<file path="config.mk">
export PLATFORM = sky130hd
export DESIGN_NAME = rcs_reset_clock_ctrl
export DESIGN_NICKNAME = d
export VERILOG_FILES = /design/src/hdl/rcs_sync.v /design/src/hdl/rcs_rst_sync.v /design/src/hdl/rcs_reset_clock_ctrl.v
export VERILOG_INCLUDE_DIRS = /design/src /design/src/hdl
export SDC_FILE = /design/constraint.sdc
export NUM_CORES = 1
export LEC_CHECK = 0
export BUFFER_PORTS_ARGS = -buffer_cell sky130_fd_sc_hd__clkbuf_2
export CORE_ASPECT_RATIO = 0.8
export CORE_MARGIN = 5
export CORE_UTILIZATION = 25
export DETAILED_ROUTE_END_ITERATION = 8
export HOLD_SLACK_MARGIN = 0.03
export SLEW_MARGIN = 5
export SYNTH_ARGS = -nofsm -noshare
export SYNTH_HDL_FRONTEND = slang
export SYNTH_SLANG_ARGS = --single-unit
</file>
<file path="constraint.sdc">
create_clock -name pclk -period 2 [get_ports pclk]
set_clock_uncertainty 0.15 [all_clocks]
set_input_delay 0.2 -clock pclk [delete_from_list [all_inputs] [get_ports pclk]]
set_output_delay 0.2 -clock pclk [all_outputs]
set_load 0.005 [all_outputs]
</file>
<file path="src/hdl/rcs_regs.vh">
// Register map, field positions, reset values and codes of the
// reset-cause and clock-select block.
// Assumes a 12-bit APB byte address and 32-bit data.
`ifndef RCS_REGS_VH
`define RCS_REGS_VH

// Register byte offsets
`define RCS_ADDR_CAUSE     12'h000
`define RCS_ADDR_OSC       12'h004
`define RCS_ADDR_IRQ_STAT  12'h008
`define RCS_ADDR_IRQ_MASK  12'h00c
`define RCS_ADDR_MODE      12'h010

// Reset cause flag positions
`define RCS_BIT_POR        0
`define RCS_BIT_BROWN_OUT  1
`define RCS_BIT_CLEAR_PIN  2
`define RCS_BIT_SW_RESET   3
`define RCS_BIT_WATCHDOG   4
`define RCS_BIT_CFG_MISM   5
`define RCS_BIT_TRAP       6
`define RCS_BIT_ILLEGAL    7
`define RCS_CAUSE_W        8
`define RCS_CAUSE_RESET    8'h03

// Oscillator control fields
`define RCS_NEW_OSC_MSB    10
`define RCS_NEW_OSC_LSB    8
`define RCS_POSC_MSB       5
`define RCS_POSC_LSB       4
`define RCS_OSCIO_BIT      2
`define RCS_NEW_OSC_RESET  3'h7

// Oscillator selection codes
`define RCS_SEL_FAST_RC_DIV_N     3'h7
`define RCS_SEL_FAST_RC_DIV_16    3'h6
`define RCS_SEL_LOW_POWER_RC      3'h5
`define RCS_SEL_PRI_PLL           3'h3
`define RCS_SEL_PRI               3'h2
`define RCS_SEL_FAST_RC_DIV_N_PLL 3'h1
`define RCS_SEL_FAST_RC           3'h0

// Primary oscillator mode codes
`define RCS_POSC_HIGH_SPEED  2'h2
`define RCS_POSC_STANDARD    2'h1
`define RCS_POSC_EXTERNAL    2'h0

// Decoded clock modes
`define RCS_MODE_FAST_RC_DIV_N      4'h0
`define RCS_MODE_FAST_RC_DIV_16     4'h1
`define RCS_MODE_LOW_POWER_RC       4'h2
`define RCS_MODE_HI_SPEED_CRYSTAL_PLL 4'h3
`define RCS_MODE_STD_CRYSTAL_PLL    4'h4
`define RCS_MODE_EXT_CLOCK_PLL      4'h5
`define RCS_MODE_HI_SPEED_CRYSTAL   4'h6
`define RCS_MODE_STD_CRYSTAL        4'h7
`define RCS_MODE_EXT_CLOCK          4'h8
`define RCS_MODE_FAST_RC_DIV_N_PLL  4'h9
`define RCS_MODE_FAST_RC            4'ha

`endif

</file>
<file path="src/hdl/rcs_sync.v">
// Two-flop synchroniser for a bundle of slow levels.
// Assumes each bit is a quasi-static level from outside pclk.
`timescale 1ns/100ps
`default_nettype none
module rcs_sync #(
  parameter W = 1
) (
  input  wire         clk,
  input  wire         rst_n,
  input  wire [W-1:0] d_in,
  output wire [W-1:0] q_out
);
  reg [W-1:0] stage1_reg; // First stage, read only by stage two
  reg [W-1:0] stage2_reg; // Stable copy

  // Shift the level through two flops
  always @(posedge clk or negedge rst_n) begin
    if (!rst_n) begin
      stage1_reg <= {W{1'b0}};
      stage2_reg <= {W{1'b0}};
    end else begin
      stage1_reg <= d_in;
      stage2_reg <= stage1_reg;
    end
  end

  assign q_out = stage2_reg;
endmodule // rcs_sync
`default_nettype wire

</file>
<file path="src/hdl/rcs_rst_sync.v">
// Reset stretcher: asserts at once, releases on the clock.
// Assumes async_req is a glitch-tolerant OR of reset sources.
`timescale 1ns/100ps
`default_nettype none
module rcs_rst_sync (
  input  wire clk,
  input  wire async_req,
  output wire rst_out
);
  reg [1:0] chain_reg; // Release chain

  // Load ones while any source is active, shift zeros after
  always @(posedge clk or posedge async_req) begin
    if (async_req) begin
      chain_reg <= 2'b11;
    end else begin
      chain_reg <= {chain_reg[0], 1'b0};
    end
  end

  assign rst_out = chain_reg[1];
endmodule // rcs_rst_sync
`default_nettype wire

</file>
<file path="src/hdl/rcs_reset_clock_ctrl.v">
// Reset combiner, reset cause flags and initial clock selection,
// with an APB register slave and one level interrupt.
// Assumes presetn is the power-on reset and the fuse inputs are
// static levels; all other reset sources are active-high levels,
// except the reset instruction, a one-cycle pulse on pclk.
//
// Local design decisions: register access over APB and the placing of the registers.
`timescale 1ns/100ps
`default_nettype none
`include "rcs_regs.vh"

module rcs_reset_clock_ctrl (
  input  wire        pclk,
  input  wire        presetn,
  input  wire        psel,
  input  wire        penable,
  input  wire        pwrite,
  input  wire [11:0] paddr,
  input  wire [31:0] pwdata,
  output wire [31:0] prdata,
  output wire        pready,
  output wire        pslverr,
  input  wire        brown_out_reset,
  input  wire        master_clear_pin_reset,
  input  wire        software_reset_instruction,
  input  wire        watchdog_timeout_reset,
  input  wire        config_mismatch_reset,
  input  wire        trap_conflict_reset,
  input  wire        illegal_condition_reset,
  input  wire [2:0]  initial_osc_select_cfg,
  input  wire [1:0]  primary_osc_mode_cfg,
  input  wire        osc_pin_io_function_cfg,
  output wire        master_system_reset,
  output wire [3:0]  clock_mode,
  output wire        clock_src_primary,
  output wire        clock_pll_enable,
  output wire        osc_out_pin_io,
  output wire        irq
);

  // True for codes that pick the primary oscillator
  function is_primary;
    input [2:0] sel;
    begin
      is_primary = (sel == `RCS_SEL_PRI) || (sel == `RCS_SEL_PRI_PLL);
    end
  endfunction

  // Map selection code and primary mode to one clock mode
  function [3:0] osc_decode;
    input [2:0] sel;
    input [1:0] posc;
    reg         pll;
    begin
      pll = (sel == `RCS_SEL_PRI_PLL);
      osc_decode = `RCS_MODE_FAST_RC_DIV_N;
      if (is_primary(sel)) begin
        // Mode field only matters for the primary source
        case (posc)
          `RCS_POSC_HIGH_SPEED: begin
            osc_decode = pll ? `RCS_MODE_HI_SPEED_CRYSTAL_PLL
                             : `RCS_MODE_HI_SPEED_CRYSTAL;
          end
          `RCS_POSC_STANDARD: begin
            osc_decode = pll ? `RCS_MODE_STD_CRYSTAL_PLL
                             : `RCS_MODE_STD_CRYSTAL;
          end
          default: begin
            // External clock, also for the unlisted code 11
            osc_decode = pll ? `RCS_MODE_EXT_CLOCK_PLL
                             : `RCS_MODE_EXT_CLOCK;
          end
        endcase
      end else begin
        case (sel)
          `RCS_SEL_FAST_RC_DIV_16: begin
            osc_decode = `RCS_MODE_FAST_RC_DIV_16;
          end
          `RCS_SEL_LOW_POWER_RC: begin
            osc_decode = `RCS_MODE_LOW_POWER_RC;
          end
          `RCS_SEL_FAST_RC_DIV_N_PLL: begin
            osc_decode = `RCS_MODE_FAST_RC_DIV_N_PLL;
          end
          `RCS_SEL_FAST_RC: begin
            osc_decode = `RCS_MODE_FAST_RC;
          end
          default: begin
            // 111 and the unlisted 100
            osc_decode = `RCS_MODE_FAST_RC_DIV_N;
          end
        endcase
      end
    end
  endfunction

  // Synchronised sources and fuses
  wire [5:0]  src_sync;          // Level sources after two flops
  wire [5:0]  cfg_sync;          // Fuse levels after two flops
  wire [2:0]  cfg_sel;           // Initial selection fuse
  wire [1:0]  cfg_posc;          // Primary mode fuse
  wire        cfg_oscio;         // Pin function fuse
  wire        any_src;           // Raw OR of every source
  wire [7:0]  hw_set;            // Flags raised this cycle

  // Bus decode
  wire        setup_rd;          // Read setup phase
  wire        acc_wr;            // Write access phase
  wire        hit;               // Address maps to a register
  wire        wr_cause;          // Write to cause flags
  wire        wr_osc;            // Write to oscillator control
  wire        wr_stat;           // Write to interrupt status
  wire        wr_mask;           // Write to interrupt mask

  // State
  reg         sw_reset_hold_reg; // Reset instruction held until seen
  reg  [7:0]  cause_reg;         // Reset cause flags
  reg  [7:0]  cause_next;
  reg  [7:0]  stat_reg;          // Sticky interrupt status
  reg  [7:0]  stat_next;
  reg  [7:0]  mask_reg;          // Interrupt mask
  reg  [2:0]  new_osc_reg;       // New-oscillator selection
  reg         reload_reg;        // Reset seen one edge ago
  reg  [3:0]  mode_reg;          // Decoded clock mode
  reg         primary_reg;       // Primary source in use
  reg         pll_reg;           // PLL in the path
  reg         oscio_reg;         // Pin function output
  reg  [31:0] prdata_reg;        // Read data
  reg  [31:0] rd_next;

  // Bring level sources into the clock domain
  rcs_sync #(
    .W (6)
  ) u_src_sync (
    .clk   (pclk),
    .rst_n (presetn),
    .d_in  ({illegal_condition_reset, trap_conflict_reset,
             config_mismatch_reset, watchdog_timeout_reset,
             master_clear_pin_reset, brown_out_reset}),
    .q_out (src_sync)
  );

  // Bring fuse levels into the clock domain
  rcs_sync #(
    .W (6)
  ) u_cfg_sync (
    .clk   (pclk),
    .rst_n (presetn),
    .d_in  ({osc_pin_io_function_cfg, primary_osc_mode_cfg,
             initial_osc_select_cfg}),
    .q_out (cfg_sync)
  );

  assign cfg_sel   = cfg_sync[2:0];
  assign cfg_posc  = cfg_sync[4:3];
  assign cfg_oscio = cfg_sync[5];

  // Any source, power-on included, requests the system reset
  assign any_src = ~presetn | brown_out_reset | master_clear_pin_reset |
                   watchdog_timeout_reset | config_mismatch_reset |
                   trap_conflict_reset | illegal_condition_reset |
                   sw_reset_hold_reg;

  // Immediate assertion, clocked release
  rcs_rst_sync u_rst_sync (
    .clk       (pclk),
    .async_req (any_src),
    .rst_out   (master_system_reset)
  );

  // Keep the reset instruction request until the reset is seen
  always @(posedge pclk or negedge presetn) begin
    if (!presetn) begin
      sw_reset_hold_reg <= 1'b0;
    end else if (software_reset_instruction) begin
      sw_reset_hold_reg <= 1'b1;
    end else if (master_system_reset) begin
      sw_reset_hold_reg <= 1'b0;
    end
  end

  // One flag per reset kind; power-on is the async reset value
  assign hw_set = {src_sync[5:2], software_reset_instruction,
                   src_sync[1:0], 1'b0};

  // APB decode, zero wait states
  assign setup_rd = psel & ~penable & ~pwrite;
  assign acc_wr   = psel & penable & pwrite;
  assign hit      = (paddr == `RCS_ADDR_CAUSE) ||
                    (paddr == `RCS_ADDR_OSC) ||
                    (paddr == `RCS_ADDR_IRQ_STAT) ||
                    (paddr == `RCS_ADDR_IRQ_MASK) ||
                    (paddr == `RCS_ADDR_MODE);
  assign wr_cause = acc_wr & (paddr == `RCS_ADDR_CAUSE);
  assign wr_osc   = acc_wr & (paddr == `RCS_ADDR_OSC);
  assign wr_stat  = acc_wr & (paddr == `RCS_ADDR_IRQ_STAT);
  assign wr_mask  = acc_wr & (paddr == `RCS_ADDR_IRQ_MASK);
  assign pready   = 1'b1;
  assign pslverr  = psel & penable & ~hit;

  // Next flag and status values; hardware set wins over a clear
  always @* begin
    if (wr_cause) begin
      // Plain store, no reset request is raised from here
      cause_next = pwdata[7:0] | hw_set;
    end else begin
      cause_next = cause_reg | hw_set;
    end
    stat_next = stat_reg;
    if (wr_stat) begin
      // Write one to clear
      stat_next = stat_reg & ~pwdata[7:0];
    end
    // A flag set by hardware while clear is an event
    stat_next = stat_next | (hw_set & ~cause_reg);
  end

  // Flags, status and mask survive every reset but power-on
  always @(posedge pclk or negedge presetn) begin
    if (!presetn) begin
      cause_reg <= `RCS_CAUSE_RESET;
      stat_reg  <= 8'h00;
      mask_reg  <= 8'h00;
    end else begin
      cause_reg <= cause_next;
      stat_reg  <= stat_next;
      if (wr_mask) begin
        mask_reg <= pwdata[7:0];
      end
    end
  end

  // One extra fuse load after release: after power-on the fuse copy
  // only settles on the edge that ends the reset
  always @(posedge pclk or negedge presetn) begin
    if (!presetn) begin
      reload_reg <= 1'b1;
    end else begin
      reload_reg <= master_system_reset;
    end
  end

  // New-oscillator field: fuse copy on every reset
  always @(posedge pclk or negedge presetn) begin
    if (!presetn) begin
      new_osc_reg <= `RCS_NEW_OSC_RESET;
    end else if (master_system_reset || reload_reg) begin
      new_osc_reg <= cfg_sel;
    end else if (wr_osc) begin
      new_osc_reg <= pwdata[`RCS_NEW_OSC_MSB:`RCS_NEW_OSC_LSB];
    end
  end

  // Mode, source and PLL outputs follow the selection; pin function follows its fuse
  always @(posedge pclk or negedge presetn) begin
    if (!presetn) begin
      mode_reg    <= `RCS_MODE_FAST_RC_DIV_N;
      primary_reg <= 1'b0;
      pll_reg     <= 1'b0;
      oscio_reg   <= 1'b0;
    end else begin
      mode_reg    <= osc_decode(new_osc_reg, cfg_posc);
      primary_reg <= is_primary(new_osc_reg);
      pll_reg     <= (new_osc_reg == `RCS_SEL_PRI_PLL) ||
                     (new_osc_reg == `RCS_SEL_FAST_RC_DIV_N_PLL);
      oscio_reg   <= cfg_oscio;
    end
  end

  // Read mux; unmapped reads as zero
  always @* begin
    rd_next = 32'h0000_0000;
    if (paddr == `RCS_ADDR_CAUSE) begin
      rd_next = {24'h00_0000, cause_reg};
    end else if (paddr == `RCS_ADDR_OSC) begin
      rd_next = {21'h00_0000, new_osc_reg, 2'h0, cfg_posc,
                 1'b0, cfg_oscio, 2'h0};
    end else if (paddr == `RCS_ADDR_IRQ_STAT) begin
      rd_next = {24'h00_0000, stat_reg};
    end else if (paddr == `RCS_ADDR_IRQ_MASK) begin
      rd_next = {24'h00_0000, mask_reg};
    end else if (paddr == `RCS_ADDR_MODE) begin
      rd_next = {28'h000_0000, mode_reg};
    end
  end

  // Capture read data in the setup phase
  always @(posedge pclk or negedge presetn) begin
    if (!presetn) begin
      prdata_reg <= 32'h0000_0000;
    end else if (setup_rd) begin
      prdata_reg <= rd_next;
    end
  end

  // Outputs
  assign prdata            = prdata_reg;
  assign clock_mode        = mode_reg;
  assign clock_src_primary = primary_reg;
  assign clock_pll_enable  = pll_reg;
  assign osc_out_pin_io    = oscio_reg;
  assign irq               = |(stat_reg & mask_reg);

endmodule // rcs_reset_clock_ctrl
`default_nettype wire

</file>
# Word-level counts from Yosys, hierarchy flattened
# Cells that the tools add are included.
classes:
  eq_ne: 11
  mux: 17
  bitwise_logic: 28
  n_reduce_logical: 12
op_table:
  columns: ["cell", "count"]
  rows:
  - ["2-to-1 mux 8 bit", 4]
  - ["bitwise AND 8 bit", 3]
  - ["equality test 12 x 4 -> 1 bit (second input constant)", 2]
  - ["OR 8 bit", 3]
  - ["2-to-1 mux 11 bit", 2]
  - ["inverter 8 bit", 2]
  - ["one-hot mux 4 bit (4 select lines)", 1]
  - ["equality test 12 x 3 -> 1 bit (second input constant)", 1]
  - ["equality test 12 x 5 -> 1 bit (second input constant)", 1]
  - ["logical NOT 12 bit", 1]
  - ["2-to-1 mux 4 bit", 3]
  - ["bitwise AND 1 bit", 9]
  - ["2-to-1 mux 3 bit", 3]
  - ["one-hot mux 4 bit (2 select lines)", 1]
  - ["OR reduction 8 bit", 1]
  - ["logical OR 1 bit", 7]
  - ["OR 1 bit", 7]
  - ["equality test 3 x 2 -> 1 bit (second input constant)", 2]
  - ["equality test 3 bit (second input constant)", 2]
  - ["inverter 1 bit", 4]
  - ["nonzero test 2 bit", 2]
  - ["equality test 3 x 1 -> 1 bit (second input constant)", 1]
  - ["logical NOT 3 bit", 1]
  - ["equality test 2 x 1 -> 1 bit (second input constant)", 1]
  - ["3 further kinds", 4]
totals:
  register_bits: 94
  inputBits: 62
  output_inout_bits: 43
  wordCells: 84

# Longest topological paths before layout
logic_depth:
  ltp_word: 8
  mapped_depth: 7
  depth_no_buf: 5

# By module
# Synthesis repeated with hierarchy kept, for this count alone.
unflattened:
  cells_unflattened: 298
  area_unflattened_um2: 3294.4
by_module_without_submodules:
  columns: ["module", "instances", "cells_each", "area_per_inst_um2", "seq_area_each_um2"]
  rows:
  - ["rcs_reset_clock_ctrl", 1, 270, 2633.8, 1183.6]
  - ["rcs_sync", 2, 12, 300.3, 300.3]
  - ["rcs_rst_sync", 1, 4, 60.1, 52.6]

# Worst setup path after synthesis
# OpenSTA, ideal clock, no wires.
synth_path:
  kind: "input-to-reg"
  start: "input port paddr[4]"
  end: "register mask_reg[0]"
  arrival_ns: 1.971
  path_slack_ns: -0.246
  path_stages: 7
  path_cell_list: "buf_6 or4_4 buf_6 or2_4 or3_1 buf_6 mux2_4"
synth_between:
  elab_chain_len: 2
synth_lines:
  columns: ["item", "line", "rtl"]
  rows:
  - ["start: declaration", "rcs_reset_clock_ctrl.v:18", "input wire [11:0] paddr,"]
  - ["equality test 12 x 4 -> 1 bit (no source line)", null, null]
  - ["bitwise AND 1 bit", "rcs_reset_clock_ctrl.v:197", "assign wr_mask = acc_wr & (paddr == `RCS_ADDR_IRQ_MASK);"]
  - ["end signal: assignment", "rcs_reset_clock_ctrl.v:228", "mask_reg <= pwdata[7:0];"]
  - ["end: declaration", "rcs_reset_clock_ctrl.v:121", "reg [7:0] mask_reg;"]
# No other way between the ends.
# A chain may end at the register's enable or synchronous reset.

# Worst setup path in the final report
layout_path:
  start: "input port paddr[9]"
  end: "register mask_reg[3]"
# The elaborated chain is that of the path after synthesis.

==> metrics.yaml <==
seq_area_frac_synth: 0.558
cp_num_buf_inv: 2
coreArea_um2: 12900
cp_slowest_cell: "or4_4"
grt_pass1_vias: 2678
sw_frac_of_total: 0.242
drv_cap: 0
n_antenna_cell: 0
holdWs_ps: 53.3
clock-sinks: 73
nets: 467
cts_buffers: 9
hold_violations: 0
cts_tree: "done"
largest_register_ffs: 11
drc: 0
hpwlAfterDp_mm: 6.95
grt_overflow: 0
rsz0062_at_grt: "false"
status: "complete, no violations"
max_stage_delay_ps: 540
synth_edf_count: 0
reg2reg_depth: 4
required_ps: 2060
grt_max_degree: 50
grt_pass1_wl_mm: 14.5
r2r_setup_slack_ps: 550
pwr-share-comb: 0.096
yosysWarnings: 0
layout-drive-gt1-share: 0.326
syn2layout_area_growth_pct: 33.9
p_leak_uw: 0.00202
dieArea_um2: 15600
setup_violations: 0
hold_depth: 3
worstPathArrival_ps: 1910
routed-via-count: 2601
synth_area_leaders: "dfrtp_1, dfstp_2, buf_4, mux2_4, nand3_1"
crit_fanout: 8
yosysUniqueCellTypes: 50
cpLargestDelayFamily: "simple AND/OR/NAND/NOR gates"
synth_top_area_cell: "dfrtp_1"
post-cts-setup-buffers: 0
fin_util: 0.342
period_minus_slack_ps: 1840
h-tree-depth: 3
fill_cells: 1317
first_pass_iters: 4
slew_viol_final: 0
chipWidth_um: 138
power.switching_uw: 824
fin_cells: 583
holdBufCountCts: 23
ys_seq_elements: 73
syn_avg_cell_area_um2: 11.2
period_share: 0.922
cell_internal_pwr_uw: 2580
clk_latency_ps: 330
num_io_pins: 105
path_depth: 6
cts_resized: 0
wl_per_cell_um: 15.4
max_freq_ghz: 0.542
ir_drop_mv: 0.491
cp_cell_sequence: "clkbuf_2 -> or4_4 -> or2_4 -> or3_1 -> buf_4 -> mux2_4"
placed_cells: 544
routed_wl_mm: 8.97
viasPerCell: 4.46
hold_path_class: "input port to flip-flop"
globalRouteTotalUtil: 0.118
criticalPathCategory: "input port to flip-flop"
syn_inst: 295
p_per_area_nw_per_um2: 772
portBuffers: 61
gp_congestion: 0.869
antenna_found_initial: 0
ant_nets: 0
synthArstFlopShare: 1.00
dieHeight_um: 113
initial_utilization: 0.256
startpoint_type: "input port"
power_frac_seq: 0.469
synthesis.area_um2: 3290
cts_buffer_depth: 2
ys.flop_type: "dfrtp_1"
pwr-share-clk: 0.436
clockRootBuffer: "clkbuf_16"
clkTransAtPathRegs_ps: 60
rows: 37
first_iter_violations: 134
cp-end-kind: "flip-flop"
yosysTopAreaCellShare: 0.494
-- worst register-to-register path, delay by kind of cell, from the launching register on --
| family | cells | cell delay, ps |
|---|---|---|
| AOI/OAI and AO/OA | 3 | 760 |
| buffers and inverters | 1 | 80 |
| DFF | 1 | 370 |
-- synth_stat cells (all sizes together) (5+ instances only) --
| library cell | instances |
|---|---|
| nor2b | 5 |
| inv | 15 |
| a31oi | 6 |
| dfrtp | 65 |
| nand2 | 18 |
| or3 | 5 |
| a22o | 5 |
| mux2 | 8 |
| clkbuf | 7 |
| dfstp | 8 |
| nand3 | 22 |
| buf | 27 |
| a21oi | 5 |
| a22oi | 5 |
| o21ai | 18 |
| nor2 | 14 |
-- final cells by class --
| type | count | area, µm² | area share |
|---|---|---|---|
| multi-input combinational | 194 | 1270 | 0.288 |
| tap | 175 | 219 | 0.0497 |
| clock buffer | 10 | 239 | 0.0542 |
| inverter | 15 | 56.3 | 0.0128 |
| timing repair buffer | 110 | 743 | 0.169 |
| clock inverter | 6 | 42.5 | 0.00966 |
| sequential | 73 | 1840 | 0.417 |
-- metrics by stage --
stage                     area, µm²  power [µW]  setup WS, ps  TNS (ps)
final                          4410        3400           156         0
after global routing           4410        3570           139         0
after CTS                      4410        3460           170         0
after detailed placement       3890        1910          -184     -2130
after global placement         3890        1910          -163     -2110
after floorplan                3410        1770          -113      -906
-- metal layers --
layer / vias to the layer above / global-route usage / share of wire
met5: - / 0 / 0
li1: 1233 / - / -
met3: 10 / 0.0388 / 0.076
met2: 108 / 0.170 / 0.42
met1: 1250 / 0.170 / 0.49
met4: 0 / 0.0303 / 0.011
-- path summary, 6_finish.rpt --
check | start | endpoint
max in group asynchronous | config_mismatch_reset | u_rst_sync.chain_reg[0]$_DFF_PP1_
worst max register to register | mask_reg[2]$_DFFE_PN0P_ | prdata[2]$_DFFE_PN0P_
worst min-delay path | pwdata[8] | new_osc_reg[0]$_DFFE_PN1P_
worst max-delay path | paddr[9] | mask_reg[3]$_DFFE_PN0P_
worst min register to register | u_cfg_sync.stage1_reg[2]$_DFF_PN0_ | u_cfg_sync.q_out[2]$_DFF_PN0_
min in group asynchronous | presetn | u_cfg_sync.q_out[0]$_DFF_PN0_
-- placed cells by master, fill, tap and decap left out, drive strengths merged, types with 5 or more instances in the layout --
cell         instances
dfrtp               65
o21ai               18
inv                 16
dlygate4sd3         23
nand2               18
nor2                14
a22oi                5
nand3               22
mux2                 8
a21oi                5
buf                 27
dfstp                8
clkbuf              70
nor2b                5
a22o                 5
conb                23
or3                  5
a31oi                6
-- power groups by stage --
stage	registers, µW	clock network [µW]	logic (µW)
2_1_floorplan	1610	0	163
3_3_place_gp	1620	0	287
3_5_place_dp	1620	0	292
4_1_cts	1600	1530	330
5_1_grt	1600	1590	367
6_report	1590	1480	326
-- kinds of logic after synthesis --
logic type,synth area share
AO/OA/AOI/OAI,0.149
XOR/XNOR,0.00266
adder cells (fa/ha/maj),0.00760
buffers and inverters,0.0886
flip-flops,0.558
multiplexers,0.0487
other,0.00228
AND/OR/NAND/NOR,0.143
Note: power is estimated with default switching activity, not from simulation.
